$ cat config.mk
export PLATFORM = sky130hd
export DESIGN_NAME = ccarx_ctrl
export DESIGN_NICKNAME = d
export VERILOG_FILES = /design/src/rtl/ccarx_pkg.sv /design/src/rtl/ccarx_ctrl.sv /design/src/rtl/ccarx_pins.sv
export SDC_FILE = /design/constraint.sdc
export NUM_CORES = 1
export LEC_CHECK = 0
export BUFFER_PORTS_ARGS = -buffer_cell sky130_fd_sc_hd__clkbuf_2
export CAP_MARGIN = 20
export CORE_AREA = 3 3 90 109
export DETAILED_ROUTE_END_ITERATION = 10
export DIE_AREA = 0 0 93 112
export PLACE_DENSITY = 0.78
export SETUP_SLACK_MARGIN = 0.05
export SKIP_CTS_REPAIR_TIMING = 1
export SLEW_MARGIN = 0
export SYNTH_ARGS = -nofsm -noshare
export SYNTH_HDL_FRONTEND = slang
export SYNTH_SLANG_ARGS = --single-unit
$ cat constraint.sdc
create_clock -name aclk -period 2.9 [get_ports aclk]
set_clock_uncertainty 0.05 [all_clocks]
set_input_delay 0.145 -clock aclk [delete_from_list [all_inputs] [get_ports aclk]]
set_output_delay 0.145 -clock aclk [all_outputs]
set_load 0.05 [all_outputs]
$ cat src/rtl/ccarx_pkg.sv
// Overview of operation
// - Entering assessment receive loads filter bandwidth from receive config bits 7:6.
// - With auto-switch set, assessment start selects assessment bandwidth bits 6:5.
// - Intermediate frequency follows the selected bandwidth: 200 kHz or 300 kHz.
// - Timer expiry, stop command or re-entry restores the stored receive bandwidth.
// - Revert-on-preamble set: preamble detection restores receive bandwidth for the packet.
// - Revert clear: bandwidth held through the packet, restored after packet end.
// - After a false preamble pick assessment bandwidth if auto-switch, else receive.
// - Revert clear: timer expiry never changes bandwidth during a detected preamble.
// - Progress byte: bit 0 preamble, bit 1 SFD, bit 2 good CRC.
// - Progress bits clear on entry, then each sets on its own event.
// - A qualified preamble without SFD clears progress bits; search continues.
// - Any command that restarts reception clears all progress bits.
// - Qualification lands 1 to 4 bytes into preamble; early commands may lose packets.
// - In assessment receive, antenna pins driven from pin control bits 7:5.
// - Select 0 drives pins one/two from bits 7:6; select 1 drives three/four.
package ccarx_pkg;

  // ----------------------------------------
  // Register indices; the byte address is four times the index
  // ----------------------------------------
  localparam logic [11:0] ADDR_PROGRESS   = 12'h01f;
  localparam logic [11:0] ADDR_RX_FILTER  = 12'h115;
  localparam logic [11:0] ADDR_ASM_FILTER = 12'h129;
  localparam logic [11:0] ADDR_ASM_CFG1   = 12'h12a;
  localparam logic [11:0] ADDR_PIN_CTRL   = 12'h12d;
  localparam logic [11:0] ADDR_CMD        = 12'h200;
  localparam logic [11:0] ADDR_STATUS     = 12'h204;
  localparam logic [11:0] ADDR_IRQ_STAT   = 12'h208;
  localparam logic [11:0] ADDR_IRQ_CLR    = 12'h20c;
  localparam logic [11:0] ADDR_IRQ_EN     = 12'h210;

  // ----------------------------------------
  // Field positions
  // ----------------------------------------
  localparam int RXBW_HI     = 7;
  localparam int RXBW_LO     = 6;
  localparam int ASMBW_HI    = 6;
  localparam int ASMBW_LO    = 5;
  localparam int AUTO_BIT    = 5;
  localparam int REVERT_BIT  = 4;
  localparam int PIN_LVL_HI  = 7;
  localparam int PIN_LVL_LO  = 6;
  localparam int PIN_SEL_BIT = 5;
  localparam int PRG_PRE     = 0;
  localparam int PRG_SFD     = 1;
  localparam int PRG_CRC     = 2;

  // ----------------------------------------
  // Reset values
  // ----------------------------------------
  localparam logic [7:0] RST_RX_FILTER  = 8'h00;
  localparam logic [7:0] RST_ASM_FILTER = 8'h00;
  localparam logic [7:0] RST_ASM_CFG1   = 8'h00;
  localparam logic [7:0] RST_PIN_CTRL   = 8'h00;

  // ----------------------------------------
  // Commands
  // ----------------------------------------
  localparam logic [7:0] CMD_ASM_START = 8'hb7;
  localparam logic [7:0] CMD_ASM_STOP  = 8'hb8;
  localparam logic [7:0] CMD_ENTER_RX  = 8'hb9;
  localparam logic [7:0] CMD_ENTER_TX  = 8'hba;
  localparam logic [7:0] CMD_IDLE_ON   = 8'hbb;

  // Bandwidth codes at or above this use the 300 kHz IF
  localparam logic [1:0] BW_IF300_MIN = 2'h3;
  localparam int         IF_LOW_KHZ   = 200;
  localparam int         IF_HIGH_KHZ  = 300;

  // Irq event bits
  localparam int IRQ_W      = 4;
  localparam int IRQ_PRE    = 0;
  localparam int IRQ_SFD    = 1;
  localparam int IRQ_CRC    = 2;
  localparam int IRQ_FALSE  = 3;

  typedef enum logic [2:0] {
    CCARX_IDLE = 3'b001,
    CCARX_RX   = 3'b010,
    CCARX_TX   = 3'b100
  } ccarx_state_type;

  typedef struct packed {
    logic preamble;
    logic sfd;
    logic crc_ok;
    logic packet_end;
    logic false_pre;
    logic timer_exp;
  } ccarx_event_type;

  typedef struct packed {
    logic [3:0] level;
    logic [3:0] oe;
  } ccarx_pins_type;

endpackage

$ cat src/rtl/ccarx_ctrl.sv
`timescale 1ns/1ps
module ccarx_ctrl (
  // Clock and reset
  input  wire logic                            aclk,
  input  wire logic                            aresetn,
  // AXI4-Lite write address
  input  wire logic [11:0]                     s_axi_awaddr,
  input  wire logic                            s_axi_awvalid,
  output      logic                            s_axi_awready,
  // AXI4-Lite write data
  input  wire logic [31:0]                     s_axi_wdata,
  input  wire logic [3:0]                      s_axi_wstrb,
  input  wire logic                            s_axi_wvalid,
  output      logic                            s_axi_wready,
  // AXI4-Lite write response
  output      logic [1:0]                      s_axi_bresp,
  output      logic                            s_axi_bvalid,
  input  wire logic                            s_axi_bready,
  // AXI4-Lite read
  input  wire logic [11:0]                     s_axi_araddr,
  input  wire logic                            s_axi_arvalid,
  output      logic                            s_axi_arready,
  output      logic [31:0]                     s_axi_rdata,
  output      logic [1:0]                      s_axi_rresp,
  output      logic                            s_axi_rvalid,
  input  wire logic                            s_axi_rready,
  // Receive events from the demodulator (one-cycle pulses)
  input  wire ccarx_pkg::ccarx_event_type      rx_evt,
  // Filter and IF
  output      logic [1:0]                      filter_bw,
  output      logic                            if_300k,
  // Antenna pins
  output      logic [3:0]                      ant_pin_out,
  output      logic [3:0]                      ant_pin_oe,
  input  wire logic [3:0]                      ant_pin_in,
  // Interrupt
  output      logic                            irq
);

  // ----------------------------------------
  // Registers
  // ----------------------------------------
  logic [7:0]  rx_filter_config_q;
  logic [7:0]  assessment_filter_config_q;
  logic [7:0]  assessment_config_one_q;
  logic [7:0]  antenna_pin_control_q;
  logic [2:0]  rx_progress_flags_q;
  logic [ccarx_pkg::IRQ_W-1:0] irq_stat_q;
  logic [ccarx_pkg::IRQ_W-1:0] irq_en_q;
  ccarx_pkg::ccarx_state_type  state_q;
  logic [1:0]  filter_bw_q;
  logic        in_packet_q;
  logic        in_pre_q;
  logic [3:0]  pin_sync1_q;
  logic [3:0]  pin_sync2_q;

  logic [1:0] rx_bw;
  logic [1:0] asm_bw;
  logic       auto_en;
  logic       revert_en;
  assign rx_bw     = rx_filter_config_q[ccarx_pkg::RXBW_HI:ccarx_pkg::RXBW_LO];
  assign asm_bw    = assessment_filter_config_q[ccarx_pkg::ASMBW_HI:ccarx_pkg::ASMBW_LO];
  assign auto_en   = assessment_config_one_q[ccarx_pkg::AUTO_BIT];
  assign revert_en = assessment_config_one_q[ccarx_pkg::REVERT_BIT];

  // ----------------------------------------
  // AXI4-Lite write channel
  // ----------------------------------------
  logic        aw_held_q;
  logic        w_held_q;
  logic [11:0] aw_addr_q;
  logic [31:0] w_data_q;
  logic [3:0]  w_strb_q;
  logic        wr_fire;
  logic        wr_ok;
  logic [7:0]  wbyte;

  assign s_axi_awready = !aw_held_q && !s_axi_bvalid;
  assign s_axi_wready  = !w_held_q && !s_axi_bvalid;
  assign wr_fire       = aw_held_q && w_held_q && !s_axi_bvalid;
  assign wbyte         = w_data_q[7:0];
  assign wr_ok         = wr_fire && w_strb_q[0];

  always_ff @(posedge aclk) begin
    if (!aresetn) begin
      aw_held_q <= 1'b0;
      w_held_q  <= 1'b0;
      aw_addr_q <= 12'h000;
      w_data_q  <= 32'h0000_0000;
      w_strb_q  <= 4'h0;
    end else begin
      if (s_axi_awvalid && s_axi_awready) begin
        aw_held_q <= 1'b1;
        aw_addr_q <= s_axi_awaddr;
      end
      if (s_axi_wvalid && s_axi_wready) begin
        w_held_q <= 1'b1;
        w_data_q <= s_axi_wdata;
        w_strb_q <= s_axi_wstrb;
      end
      if (wr_fire) begin
        aw_held_q <= 1'b0;
        w_held_q  <= 1'b0;
      end
    end
  end

  logic wr_hit;
  always_comb begin
    case ({2'b00, aw_addr_q[11:2]})
      ccarx_pkg::ADDR_PROGRESS, ccarx_pkg::ADDR_RX_FILTER, ccarx_pkg::ADDR_ASM_FILTER,
      ccarx_pkg::ADDR_ASM_CFG1, ccarx_pkg::ADDR_PIN_CTRL, ccarx_pkg::ADDR_CMD,
      ccarx_pkg::ADDR_STATUS, ccarx_pkg::ADDR_IRQ_STAT, ccarx_pkg::ADDR_IRQ_CLR,
      ccarx_pkg::ADDR_IRQ_EN: wr_hit = 1'b1;
      default: wr_hit = 1'b0;
    endcase
  end

  always_ff @(posedge aclk) begin
    if (!aresetn) begin
      s_axi_bvalid <= 1'b0;
      s_axi_bresp  <= 2'b00;
    end else if (wr_fire) begin
      s_axi_bvalid <= 1'b1;
      s_axi_bresp  <= wr_hit ? 2'b00 : 2'b10;
    end else if (s_axi_bready) begin
      s_axi_bvalid <= 1'b0;
    end
  end

  function automatic logic wr_to(input logic [11:0] a);
    wr_to = wr_ok && ({2'b00, aw_addr_q[11:2]} == a);
  endfunction

  // Config registers; progress byte write is dropped on purpose
  always_ff @(posedge aclk) begin
    if (!aresetn) begin
      rx_filter_config_q         <= ccarx_pkg::RST_RX_FILTER;
      assessment_filter_config_q <= ccarx_pkg::RST_ASM_FILTER;
      assessment_config_one_q    <= ccarx_pkg::RST_ASM_CFG1;
      antenna_pin_control_q      <= ccarx_pkg::RST_PIN_CTRL;
      irq_en_q                   <= '0;
    end else begin
      if (wr_to(ccarx_pkg::ADDR_RX_FILTER))  rx_filter_config_q <= wbyte;
      if (wr_to(ccarx_pkg::ADDR_ASM_FILTER)) assessment_filter_config_q <= wbyte;
      if (wr_to(ccarx_pkg::ADDR_ASM_CFG1))   assessment_config_one_q <= wbyte;
      if (wr_to(ccarx_pkg::ADDR_PIN_CTRL))   antenna_pin_control_q <= wbyte;
      if (wr_to(ccarx_pkg::ADDR_IRQ_EN))     irq_en_q <= wbyte[ccarx_pkg::IRQ_W-1:0];
    end
  end

  // ----------------------------------------
  // Commands
  // ----------------------------------------
  logic cmd_wr;
  logic cmd_start;
  logic cmd_stop;
  logic cmd_enter;
  logic cmd_tx;
  logic cmd_idle;
  assign cmd_wr    = wr_to(ccarx_pkg::ADDR_CMD);
  assign cmd_start = cmd_wr && wbyte == ccarx_pkg::CMD_ASM_START;
  assign cmd_stop  = cmd_wr && wbyte == ccarx_pkg::CMD_ASM_STOP;
  assign cmd_enter = cmd_wr && wbyte == ccarx_pkg::CMD_ENTER_RX;
  assign cmd_tx    = cmd_wr && wbyte == ccarx_pkg::CMD_ENTER_TX;
  assign cmd_idle  = cmd_wr && wbyte == ccarx_pkg::CMD_IDLE_ON;

  logic in_rx;
  assign in_rx = state_q == ccarx_pkg::CCARX_RX;

  always_ff @(posedge aclk) begin
    if (!aresetn) begin
      state_q <= ccarx_pkg::CCARX_IDLE;
    end else begin
      case (state_q)
        ccarx_pkg::CCARX_IDLE, ccarx_pkg::CCARX_RX, ccarx_pkg::CCARX_TX: begin
          if (cmd_enter) state_q <= ccarx_pkg::CCARX_RX;
          else if (cmd_tx) state_q <= ccarx_pkg::CCARX_TX;
          else if (cmd_idle) state_q <= ccarx_pkg::CCARX_IDLE;
        end
        default: state_q <= ccarx_pkg::CCARX_IDLE;
      endcase
    end
  end

  // ----------------------------------------
  // Packet tracking
  // ----------------------------------------
  // A restart mid-preamble drops the half-acquired preamble with the progress bits
  logic restart;
  assign restart = cmd_enter || cmd_start;

  always_ff @(posedge aclk) begin
    if (!aresetn || restart || !in_rx) begin
      in_pre_q    <= 1'b0;
      in_packet_q <= 1'b0;
    end else begin
      if (rx_evt.preamble) in_pre_q <= 1'b1;
      if (rx_evt.sfd) begin
        in_pre_q    <= 1'b0;
        in_packet_q <= 1'b1;
      end
      if (rx_evt.false_pre) in_pre_q <= 1'b0;
      if (rx_evt.packet_end) in_packet_q <= 1'b0;
    end
  end

  // ----------------------------------------
  // Filter bandwidth selection
  // ----------------------------------------
  // Revert clear blocks the timer-expiry restore while a preamble or packet is live
  logic bw_hold;
  assign bw_hold = !revert_en && (in_pre_q || in_packet_q);

  always_ff @(posedge aclk) begin
    if (!aresetn) begin
      filter_bw_q <= 2'h0;
    end else if (cmd_enter) begin
      filter_bw_q <= rx_bw;
    end else if (in_rx) begin
      if (cmd_start && auto_en) begin
        filter_bw_q <= asm_bw;
      end else if (cmd_stop) begin
        filter_bw_q <= rx_bw;
      end else if (rx_evt.false_pre) begin
        filter_bw_q <= auto_en ? asm_bw : rx_bw;
      end else if (rx_evt.preamble && revert_en) begin
        filter_bw_q <= rx_bw;
      end else if (rx_evt.packet_end) begin
        filter_bw_q <= rx_bw;
      end else if (rx_evt.timer_exp && !bw_hold) begin
        filter_bw_q <= rx_bw;
      end
    end
  end

  assign filter_bw = filter_bw_q;
  assign if_300k   = filter_bw_q >= ccarx_pkg::BW_IF300_MIN;

  // ----------------------------------------
  // Receive progress byte
  // ----------------------------------------
  always_ff @(posedge aclk) begin
    if (!aresetn || restart) begin
      rx_progress_flags_q <= 3'h0;
    end else if (in_rx) begin
      if (rx_evt.false_pre) begin
        rx_progress_flags_q <= 3'h0;
      end else begin
        if (rx_evt.preamble) rx_progress_flags_q[ccarx_pkg::PRG_PRE] <= 1'b1;
        if (rx_evt.sfd)      rx_progress_flags_q[ccarx_pkg::PRG_SFD] <= 1'b1;
        if (rx_evt.crc_ok)   rx_progress_flags_q[ccarx_pkg::PRG_CRC] <= 1'b1;
      end
    end
  end

  // ----------------------------------------
  // Interrupts
  // ----------------------------------------
  logic [ccarx_pkg::IRQ_W-1:0] irq_set;
  logic [ccarx_pkg::IRQ_W-1:0] irq_clr;
  assign irq_set = in_rx ? {rx_evt.false_pre, rx_evt.crc_ok, rx_evt.sfd, rx_evt.preamble}
                         : '0;
  assign irq_clr = wr_to(ccarx_pkg::ADDR_IRQ_CLR) ? wbyte[ccarx_pkg::IRQ_W-1:0] : '0;

  // Set beats clear in the same cycle so no event is lost
  always_ff @(posedge aclk) begin
    if (!aresetn) begin
      irq_stat_q <= '0;
    end else begin
      irq_stat_q <= (irq_stat_q & ~irq_clr) | irq_set;
    end
  end

  assign irq = |(irq_stat_q & irq_en_q);

  // ----------------------------------------
  // Antenna pins
  // ----------------------------------------
  ccarx_pkg::ccarx_pins_type pins;
  ccarx_pins u_pins (
    .active   (in_rx),
    .pin_ctrl (antenna_pin_control_q),
    .pins     (pins)
  );
  assign ant_pin_out = pins.level;
  assign ant_pin_oe  = pins.oe;

  // Pin readback for status, synchronised
  always_ff @(posedge aclk) begin
    if (!aresetn) begin
      pin_sync1_q <= 4'h0;
      pin_sync2_q <= 4'h0;
    end else begin
      pin_sync1_q <= ant_pin_in;
      pin_sync2_q <= pin_sync1_q;
    end
  end

  // ----------------------------------------
  // AXI4-Lite read channel
  // ----------------------------------------
  logic [31:0] rd_mux;
  logic        rd_hit;
  always_comb begin
    rd_mux = 32'h0000_0000;
    rd_hit = 1'b1;
    case ({2'b00, s_axi_araddr[11:2]})
      ccarx_pkg::ADDR_PROGRESS:   rd_mux[2:0] = rx_progress_flags_q;
      ccarx_pkg::ADDR_RX_FILTER:  rd_mux[7:0] = rx_filter_config_q;
      ccarx_pkg::ADDR_ASM_FILTER: rd_mux[7:0] = assessment_filter_config_q;
      ccarx_pkg::ADDR_ASM_CFG1:   rd_mux[7:0] = assessment_config_one_q;
      ccarx_pkg::ADDR_PIN_CTRL:   rd_mux[7:0] = antenna_pin_control_q;
      ccarx_pkg::ADDR_CMD:        rd_mux = 32'h0000_0000;
      ccarx_pkg::ADDR_STATUS:
        rd_mux[11:0] = {pin_sync2_q, in_packet_q, in_pre_q, if_300k, filter_bw_q, state_q};
      ccarx_pkg::ADDR_IRQ_STAT:   rd_mux[ccarx_pkg::IRQ_W-1:0] = irq_stat_q;
      ccarx_pkg::ADDR_IRQ_CLR:    rd_mux = 32'h0000_0000;
      ccarx_pkg::ADDR_IRQ_EN:     rd_mux[ccarx_pkg::IRQ_W-1:0] = irq_en_q;
      default:                    rd_hit = 1'b0;
    endcase
  end

  assign s_axi_arready = !s_axi_rvalid;

  always_ff @(posedge aclk) begin
    if (!aresetn) begin
      s_axi_rvalid <= 1'b0;
      s_axi_rdata  <= 32'h0000_0000;
      s_axi_rresp  <= 2'b00;
    end else if (s_axi_arvalid && s_axi_arready) begin
      s_axi_rvalid <= 1'b1;
      s_axi_rdata  <= rd_mux;
      s_axi_rresp  <= rd_hit ? 2'b00 : 2'b10;
    end else if (s_axi_rready) begin
      s_axi_rvalid <= 1'b0;
    end
  end

  // ----------------------------------------
  // Checks
  // ----------------------------------------
  AST_ENTER_BW: assert property (@(posedge aclk) disable iff (!aresetn)
    cmd_enter |=> filter_bw == $past(rx_bw)) else $error("entry bandwidth wrong");
  AST_START_BW: assert property (@(posedge aclk) disable iff (!aresetn)
    in_rx && cmd_start && auto_en |=> filter_bw == $past(asm_bw))
    else $error("start bandwidth wrong");
  AST_IF_SEL: assert property (@(posedge aclk) disable iff (!aresetn)
    if_300k == (filter_bw == 2'h3)) else $error("IF select wrong");
  AST_STOP_BW: assert property (@(posedge aclk) disable iff (!aresetn)
    in_rx && cmd_stop && !cmd_enter |=> filter_bw == $past(rx_bw))
    else $error("stop bandwidth wrong");
  AST_PRE_REVERT: assert property (@(posedge aclk) disable iff (!aresetn)
    in_rx && !cmd_wr && rx_evt == 6'b100000 && revert_en |=> filter_bw == $past(rx_bw))
    else $error("preamble revert missing");
  AST_HOLD_BW: assert property (@(posedge aclk) disable iff (!aresetn)
    bw_hold && !cmd_wr && !rx_evt.false_pre && !rx_evt.packet_end |=> $stable(filter_bw))
    else $error("bandwidth changed during preamble");
  AST_FALSE_BW: assert property (@(posedge aclk) disable iff (!aresetn)
    in_rx && !cmd_wr && rx_evt.false_pre |=> filter_bw == ($past(auto_en) ? $past(asm_bw)
    : $past(rx_bw))) else $error("false preamble bandwidth wrong");
  AST_PROG_CLR: assert property (@(posedge aclk) disable iff (!aresetn)
    restart |=> rx_progress_flags_q == 3'h0) else $error("progress not cleared");
  AST_FALSE_CLR: assert property (@(posedge aclk) disable iff (!aresetn)
    in_rx && rx_evt.false_pre |=> rx_progress_flags_q == 3'h0)
    else $error("false preamble kept progress");
  AST_SFD_SET: assert property (@(posedge aclk) disable iff (!aresetn)
    in_rx && !restart && rx_evt.sfd && !rx_evt.false_pre |=> rx_progress_flags_q[1])
    else $error("sfd flag not set");
  AST_PROG_RO: assert property (@(posedge aclk) disable iff (!aresetn)
    !in_rx && !restart |=> $stable(rx_progress_flags_q)) else $error("progress byte moved");
  AST_PINS: assert property (@(posedge aclk) disable iff (!aresetn)
    in_rx |-> ant_pin_oe == (antenna_pin_control_q[5] ? 4'hc : 4'h3))
    else $error("pin enables wrong");
  CV_START: cover property (@(posedge aclk) disable iff (!aresetn) in_rx && cmd_start && auto_en);
  CV_FALSE: cover property (@(posedge aclk) disable iff (!aresetn) in_rx && rx_evt.false_pre);
  CV_PKT: cover property (@(posedge aclk) disable iff (!aresetn) rx_progress_flags_q == 3'h7);
  CV_IRQ: cover property (@(posedge aclk) disable iff (!aresetn) irq);

endmodule

$ cat src/rtl/ccarx_pins.sv
`timescale 1ns/1ps
module ccarx_pins (
  // Control
  input  wire logic                     active,
  input  wire logic [7:0]               pin_ctrl,
  // Pins
  output      ccarx_pkg::ccarx_pins_type pins
);
  logic [1:0] lvl;
  logic       sel;
  assign lvl = pin_ctrl[ccarx_pkg::PIN_LVL_HI:ccarx_pkg::PIN_LVL_LO];
  assign sel = pin_ctrl[ccarx_pkg::PIN_SEL_BIT];

  // Pin one/three carry bit 7, two/four bit 6
  always_comb begin
    pins.level = {lvl[0], lvl[1], lvl[0], lvl[1]};
    pins.oe    = 4'h0;
    if (active) begin
      pins.oe = sel ? 4'hc : 4'h3;
    end
  end
endmodule

# Word-level counts from Yosys, hierarchy flattened

Cells that the tools add are included.

Memories kept: 0
Bits in latches: 0
Bits in writable memories: 0
Output and inout port bits: 53
Bits of input ports: 77
Register bits: 99
Bits in read-only memories: 0

Muxes and demuxes: 32
Divide/modulo/power cells: 0
Bitwise logic cells: 6
Add/sub/neg operators: 0
Reductions and logical operators: 58
Multiply operators: 0
$lt $le $gt $ge: 1
Eq/ne operators: 28
Shifts and indexed selects: 0

Operators by type and width:

| cell                                                                   | count |
|---|---|
| 10-bit equality test, second input constant                            | 10 |
| 10-bit by 9-bit equality test with 1-bit output, second input constant | 8 |
| 8-bit equality test, second input constant                             | 5 |
| 1-bit logical AND                                                      | 24 |
| 2-bit two-way mux                                                      | 12 |
| 3-bit case mux with 8 select lines                                     | 1 |
| 10-bit by 5-bit equality test with 1-bit output, second input constant | 2 |
| 4-bit two-way mux                                                      | 5 |
| 4-bit case mux with 5 select lines                                     | 1 |
| 10-bit OR reduction                                                    | 2 |
| 2-bit nonzero test                                                     | 7 |
| 2-bit AND reduction                                                    | 5 |
| 1-bit two-way mux                                                      | 9 |
| 3-bit two-way mux                                                      | 3 |
| 3-bit OR reduction                                                     | 3 |
| 4-bit AND                                                              | 2 |
| 1-bit zero test                                                        | 8 |
| 1-bit case mux with 7 select lines                                     | 1 |
| 7-bit nonzero test                                                     | 1 |
| 1-bit logical OR                                                       | 4 |
| 4-bit inverter                                                         | 1 |
| 4-bit bitwise OR                                                       | 1 |
| 2-bit OR reduction                                                     | 2 |
| 4-bit OR reduction                                                     | 1 |
| 6 further kinds                                                        | 7 |

# Longest topological paths before layout

Word-level depth: 12
Gate-level depth with buffers: 6

# Modules after synthesis

From an unflattened synthesis, not the netlist that was laid out.

Cell total of the unflattened synthesis: 506
Area total of the unflattened synthesis: 4,682.0 um^2

Modules (own cells, without submodules):

| module     | cells each | sequential area each (um^2) | times used | area each (um^2) |
|---|---|---|---|---|
| ccarx_ctrl | 498        | 1,901.8                     | 1          | 4,620.7 |
| ccarx_pins | 8          | 0.0                         | 1          | 61.3 |

# Least setup slack after synthesis

Ideal clock, no wire load.

Kind: register to register
From: reg s_axi_bvalid
To: reg rx_progress_flags_q[0]
Buffers on the path: 0
Required time: 2,735 ps
Slack: 643 ps
Stages on the path, launching flop included: 6
Setup time: 115 ps
Arrival time: 2,092 ps
Path through: dfxtp_1 nand4b_2 or4_1 or3_1 nor3b_1 o21a_1

Cells in the longest elaborated chain, start to end: 7

RTL lines:

| item                                 | line                                 | source |
|---|---|---|
| start, declared                      | ccarx_ctrl.sv:17                     | `output logic s_axi_bvalid,` |
| start signal, assigned               | ccarx_ctrl.sv:121                    | `s_axi_bvalid <= 1'b0;` |
| start signal, assigned               | ccarx_ctrl.sv:124                    | `s_axi_bvalid <= 1'b1;` |
| start signal, assigned               | ccarx_ctrl.sv:127                    | `s_axi_bvalid <= 1'b0;` |
| 1-bit zero test (*)                  | ccarx_ctrl.sv:80                     | `assign wr_fire = aw_held_q && w_held_q && !s_axi_bvalid;` |
| 1-bit logical AND (*)                | ccarx_ctrl.sv:80                     |  |
| 1-bit logical AND (*)                | ccarx_ctrl.sv:82                     | `assign wr_ok = wr_fire && w_strb_q[0];` |
| 1-bit logical AND (*)                | ccarx_ctrl.sv:132                    | `wr_to = wr_ok && ({2'b00, aw_addr_q[11:2]} == a);` |
| 1-bit logical AND (on tied branches) | ccarx_ctrl.sv:164, ccarx_ctrl.sv:162 |  |
| 1-bit logical OR (*)                 | ccarx_ctrl.sv:191                    | `assign restart = cmd_enter \|\| cmd_start;` |
| 1-bit logical OR (*)                 | ccarx_ctrl.sv:244                    | `if (!aresetn \|\| restart) begin` |
| end signal, assigned                 | ccarx_ctrl.sv:245                    | `rx_progress_flags_q <= 3'h0;` |
| end signal, assigned                 | ccarx_ctrl.sv:248                    | `rx_progress_flags_q <= 3'h0;` |
| end signal, assigned by index        | ccarx_ctrl.sv:250                    | `if (rx_evt.preamble) rx_progress_flags_q[ccarx_pkg::PRG_PRE] <= 1'b1;` |
| end, declared                        | ccarx_ctrl.sv:47                     | `logic [2:0] rx_progress_flags_q;` |

Mark *: on every way between the ends. The rest lies on a longest branch, timed or not.
A chain may end at the register's enable or synchronous reset.

# Worst setup path in the final report

From: reg s_axi_bvalid
To: reg in_pre_q

Cells in the longest elaborated chain, start to end: 9

RTL lines:

| item                                 | line                                 | source |
|---|---|---|
| 1-bit zero test (*)                  | ccarx_ctrl.sv:80                     |  |
| 1-bit logical AND (*)                | ccarx_ctrl.sv:80                     |  |
| 1-bit logical AND (*)                | ccarx_ctrl.sv:82                     |  |
| 1-bit logical AND (*)                | ccarx_ctrl.sv:132                    |  |
| 1-bit logical AND (on tied branches) | ccarx_ctrl.sv:164, ccarx_ctrl.sv:162 |  |
| 1-bit logical OR (*)                 | ccarx_ctrl.sv:191                    |  |
| 1-bit logical OR (*) (2 in a row)    | ccarx_ctrl.sv:194                    | `if (!aresetn \|\| restart \|\| !in_rx) begin` |
| 3-bit OR reduction (no line) (*)     | --                                   |  |
| end signal, assigned                 | ccarx_ctrl.sv:195                    | `in_pre_q <= 1'b0;` |
| end signal, assigned                 | ccarx_ctrl.sv:198                    | `if (rx_evt.preamble) in_pre_q <= 1'b1;` |
| end signal, assigned                 | ccarx_ctrl.sv:200                    | `in_pre_q <= 1'b0;` |
| end, declared                        | ccarx_ctrl.sv:53                     | `logic in_pre_q;` |

Marked as above.

==> flow_summary.ini <==
[worst_setup_path]
crit_end = in_pre_q
critPathLaunch = s_axi_bvalid
crit_path_cell_trace = nand4b_2, or4_1, or3_1, nand3_1, nor4_1, dlygate4sd3_1
cp.depth = 6
critical_path_top_delay_cell = sky130_fd_sc_hd__or4_1
worst_setup_path_end_kind = flip-flop
crit_path_max_fanout = 9
beginning_of_the_worst_register_to_register_path = s_axi_bvalid
timing.setup.critical_path_class = flip-flop to flip-flop
cp-start-kind = flip-flop
timing.critical_path.required_ns = 3.11
rr_worst_depth = 6
gate_family_responsible_for_the_most_delay_along_the_worst_path = simple AND/OR/NAND/NOR gates
cpPeakStageDelay_ns = 0.60
critical_path_buf_inv_count = 1
regToRegEndpoint = in_pre_q
worst-r2r-setup-slack_ns = 0.24
worst_ep_arrival_time_ns = 2.87

[yosys]
main_combinational_cell_family_by_area_after_synthesis = simple AND/OR/NAND/NOR gates
seq_area_frac_synth_pct = 41.76
ys_types = 59
post_synth_instance_area_sq_um = 4554
synth_ff_type = sky130_fd_sc_hd__dfxtp_1
count_of_flip_flops_with_a_built_in_enable_after_synthesis = 0
synthesized_area_fraction_occupied_by_and_or_nand_nor_cells_pct = 23.82
yosys_register_bits = 95
synth-compound-area-share_pct = 14.07
synth-async-reset-ratio_pct = 0
post_synthesis_adder_cell_area_fraction_pct = 0
synthesis.instances = 506
synthXorXnorAreaFrac_pct = 0.1923
synthMuxAreaShare_pct = 12.97
synthesis.yosys.warnings = 0
synth.avg_cell_area_sq_um = 9.001

[timing]
timing.fmax_mhz = 376.2
setup-tns-final_ns = 0
maxSlewViolCount = 0
finalSetupViolations = 0
rsz0062_at_grt = no
fin_hold_ws_ns = -0.04406
timing.final.hold_violations = 9
layout_min_cycle_time_ns = 2.658
max_slew_margin_pct = 36.82
post-route-period-util_pct = 91.67
max_slew.worst_pin.slew_ns = 0.9435

[layout]
final-seq-area_sq_um = 1902
final_cell_mix = sky130_fd_sc_hd__dfxtp_1, sky130_fd_sc_hd__clkbuf_2, sky130_fd_sc_hd__nor2_1, sky130_fd_sc_hd__mux2i_1, sky130_fd_sc_hd__nand2_1
final_area_sq_um = 5318
fill_cells = 816
multiInputGateArea_sq_um = 2412
layout.nets = 668
layout_cell_share_with_drive_strength_beyond_1_pct = 18.96
antenna_cells_inserted = 0
syn2layout_area_growth_pct = 16.76
layout_commonest_cell = sky130_fd_sc_hd__dfxtp_1

[route]
drtPass1Iterations = 5
routed_wl_microns = 11390
route.detailed.drc = 0
route.detailed.vias_per_inst = 5.499
drt.antenna.violating_nets = 0
wl_cell_microns = 15.90
vias = 3937
drtIter0Drc = 230

[placed_design]
io_buffer_count = 76
post-dp-hpwl_microns = 8490
gpl_wtd_cong = 0.8287
detailed_place.area_sq_um = 4950

[pwr]
areal_power_density_over_the_cells_nw_per_um2 = 481.1
cellInternalPower_mw = 1.781
swShare_pct = 30.37
pwr-share-seq_pct = 54.3
comb_power_share_pct = 13.1
power_switching_mw = 0.7768
total_leakage_power_nw = 2.208
clkPwrFrac_pct = 32.6
peak_supply_drop_mv = 0.2802

[hold_path]
hold_path.startpoint = s_axi_awaddr[2]
hold_path.class = input port to flip-flop

[floorplan]
initial_core_util_pct = 50.95
fp.dieH_microns = 112
floorplan.die_area_sq_um = 10420
die_width_microns = 93
core_sq_um = 8939
num_io_pins = 130
placementRows = 38

[global_routing]
global_route_wire_length_before_repair_microns = 17930
antenna_found_initial = 0
global_route.overflow_total = 0
grt_util_all_layers_pct = 21.54
grt_max_degree = 28
first_global_vias = 3696

[clock_tree]
numCtsBuffers = 9
cts.clk_slew.worst_paths_ns = 0.10
cts-htree-levels = 3
ctsRootBufferMaster = sky130_fd_sc_hd__clkbuf_8
worstSkewPairLatency_ns = 0.37
tritoncts = built
ctsLongestPathBuffers = 2
cts.sink_count = 95

[run_status]
status = finished, violations left
violations = hold timing

[run]
cap_viol_max_count = 0
-- Yosys cell counts (4+ instances only) --
cell type	instances	share of area [%]
sky130_fd_sc_hd__nor2_1	68	5.6
sky130_fd_sc_hd__o21ai_0	21	2.3
sky130_fd_sc_hd__nand2_1	26	2.1
sky130_fd_sc_hd__o211ai_1	4	0.66
sky130_fd_sc_hd__or3_1	4	0.55
sky130_fd_sc_hd__nor3b_1	7	1.2
sky130_fd_sc_hd__and3b_1	5	0.96
sky130_fd_sc_hd__nor3_1	5	0.55
sky130_fd_sc_hd__a21oi_1	21	2.3
sky130_fd_sc_hd__inv_1	5	0.41
sky130_fd_sc_hd__nand3_1	16	1.8
sky130_fd_sc_hd__buf_4	28	4.6
sky130_fd_sc_hd__a221oi_1	7	1.3
sky130_fd_sc_hd__nor4b_1	4	0.77
sky130_fd_sc_hd__and2_1	14	1.9
sky130_fd_sc_hd__a22oi_1	7	1.2
sky130_fd_sc_hd__mux2i_1	59	13
sky130_fd_sc_hd__o21a_1	8	1.3
sky130_fd_sc_hd__clkbuf_1	22	1.8
sky130_fd_sc_hd__nand2b_1	5	0.69
sky130_fd_sc_hd__a211oi_1	4	0.66
sky130_fd_sc_hd__nor2b_1	12	1.6
sky130_fd_sc_hd__dfxtp_1	95	42
sky130_fd_sc_hd__a21boi_0	6	0.99
-- stage by stage --
| step | total power [mW] | hold slack, ns | instances | setup WS (ns) | util (%) |
|---|---|---|---|---|---|
| global route | 2.650 | 0.0006206 | 716 | 0.1237 | 59.49 |
| floorplan | 1.661 | 0.1731 | 527 | 0.6433 | - |
| finish | 2.558 | -0.04406 | 716 | 0.2416 | 59.49 |
| CTS | 2.551 | -0.1009 | 698 | 0.5877 | 57.47 |
| detailed placement | 1.733 | 0.2989 | 682 | 0.6110 | 55.38 |
| global placement | 1.723 | 0.2803 | 682 | 0.6501 | 55.38 |
-- kinds of logic after synthesis --
family          Yosys count
buf+inv                  58
other cells               1
mux                      59
flops                    95
xor+xnor                  1
simple gates            196
compound gates           96
-- worst register-to-register path: stages, from the launching register on --
cell and delay (ns):
sky130_fd_sc_hd__dfxtp_1 0.40, sky130_fd_sc_hd__nand4b_2 0.35, sky130_fd_sc_hd__or4_1 0.60, sky130_fd_sc_hd__or3_1 0.43
sky130_fd_sc_hd__nand3_1 0.13, sky130_fd_sc_hd__nor4_1 0.06, sky130_fd_sc_hd__dlygate4sd3_1 0.54
-- area by class of cell --
cell class	instances	area share, %
multi-input cells	374	45.36
clock buffers	9	2.329
well taps	120	2.824
flip-flops and latches	95	35.76
repair buffers	105	12.09
clock inverters	7	1.200
inverters	6	0.4235
-- how the worst min path moves through the flow --
stage | slack, ns | depth (start not counted) | end
floorplan | 0.17 | 1 | in_pre_q
CTS | -0.10 | 2 | in_packet_q
finish | -0.04 | 3 | aw_addr_q[2]
detailed placement | 0.30 | 2 | in_packet_q
global placement | 0.28 | 2 | in_packet_q
global route | 0.0006 | 3 | w_data_q[2]
-- layer usage --
layer	wire length, microns	track usage, %	up-vias
li1	-	-	1939
met1	4717	25.54	1820
met2	5627	37.39	152
met3	714	4.459	26
met4	327	9.091	0
met5	0	0	-
-- sequential cells by signal, indices dropped and copies added (netlist names), 8 cells and up --
register,count
antenna_pin_control_q,8
assessment_filter_config_q,8
aw_addr_q,10
rx_filter_config_q,8
s_axi_rdata,12
w_data_q,8
assessment_config_one_q,8
-- power by group through the flow --
stage | clock [mW] | sequential (mW) | combinational [mW]
floorplan | 0 | 1.42 | 0.241
global placement | 0 | 1.42 | 0.308
detailed placement | 0 | 1.42 | 0.315
CTS | 0.847 | 1.39 | 0.316
global route | 0.895 | 1.40 | 0.360
finish | 0.835 | 1.39 | 0.335
(Power assumes the default switching activity.)
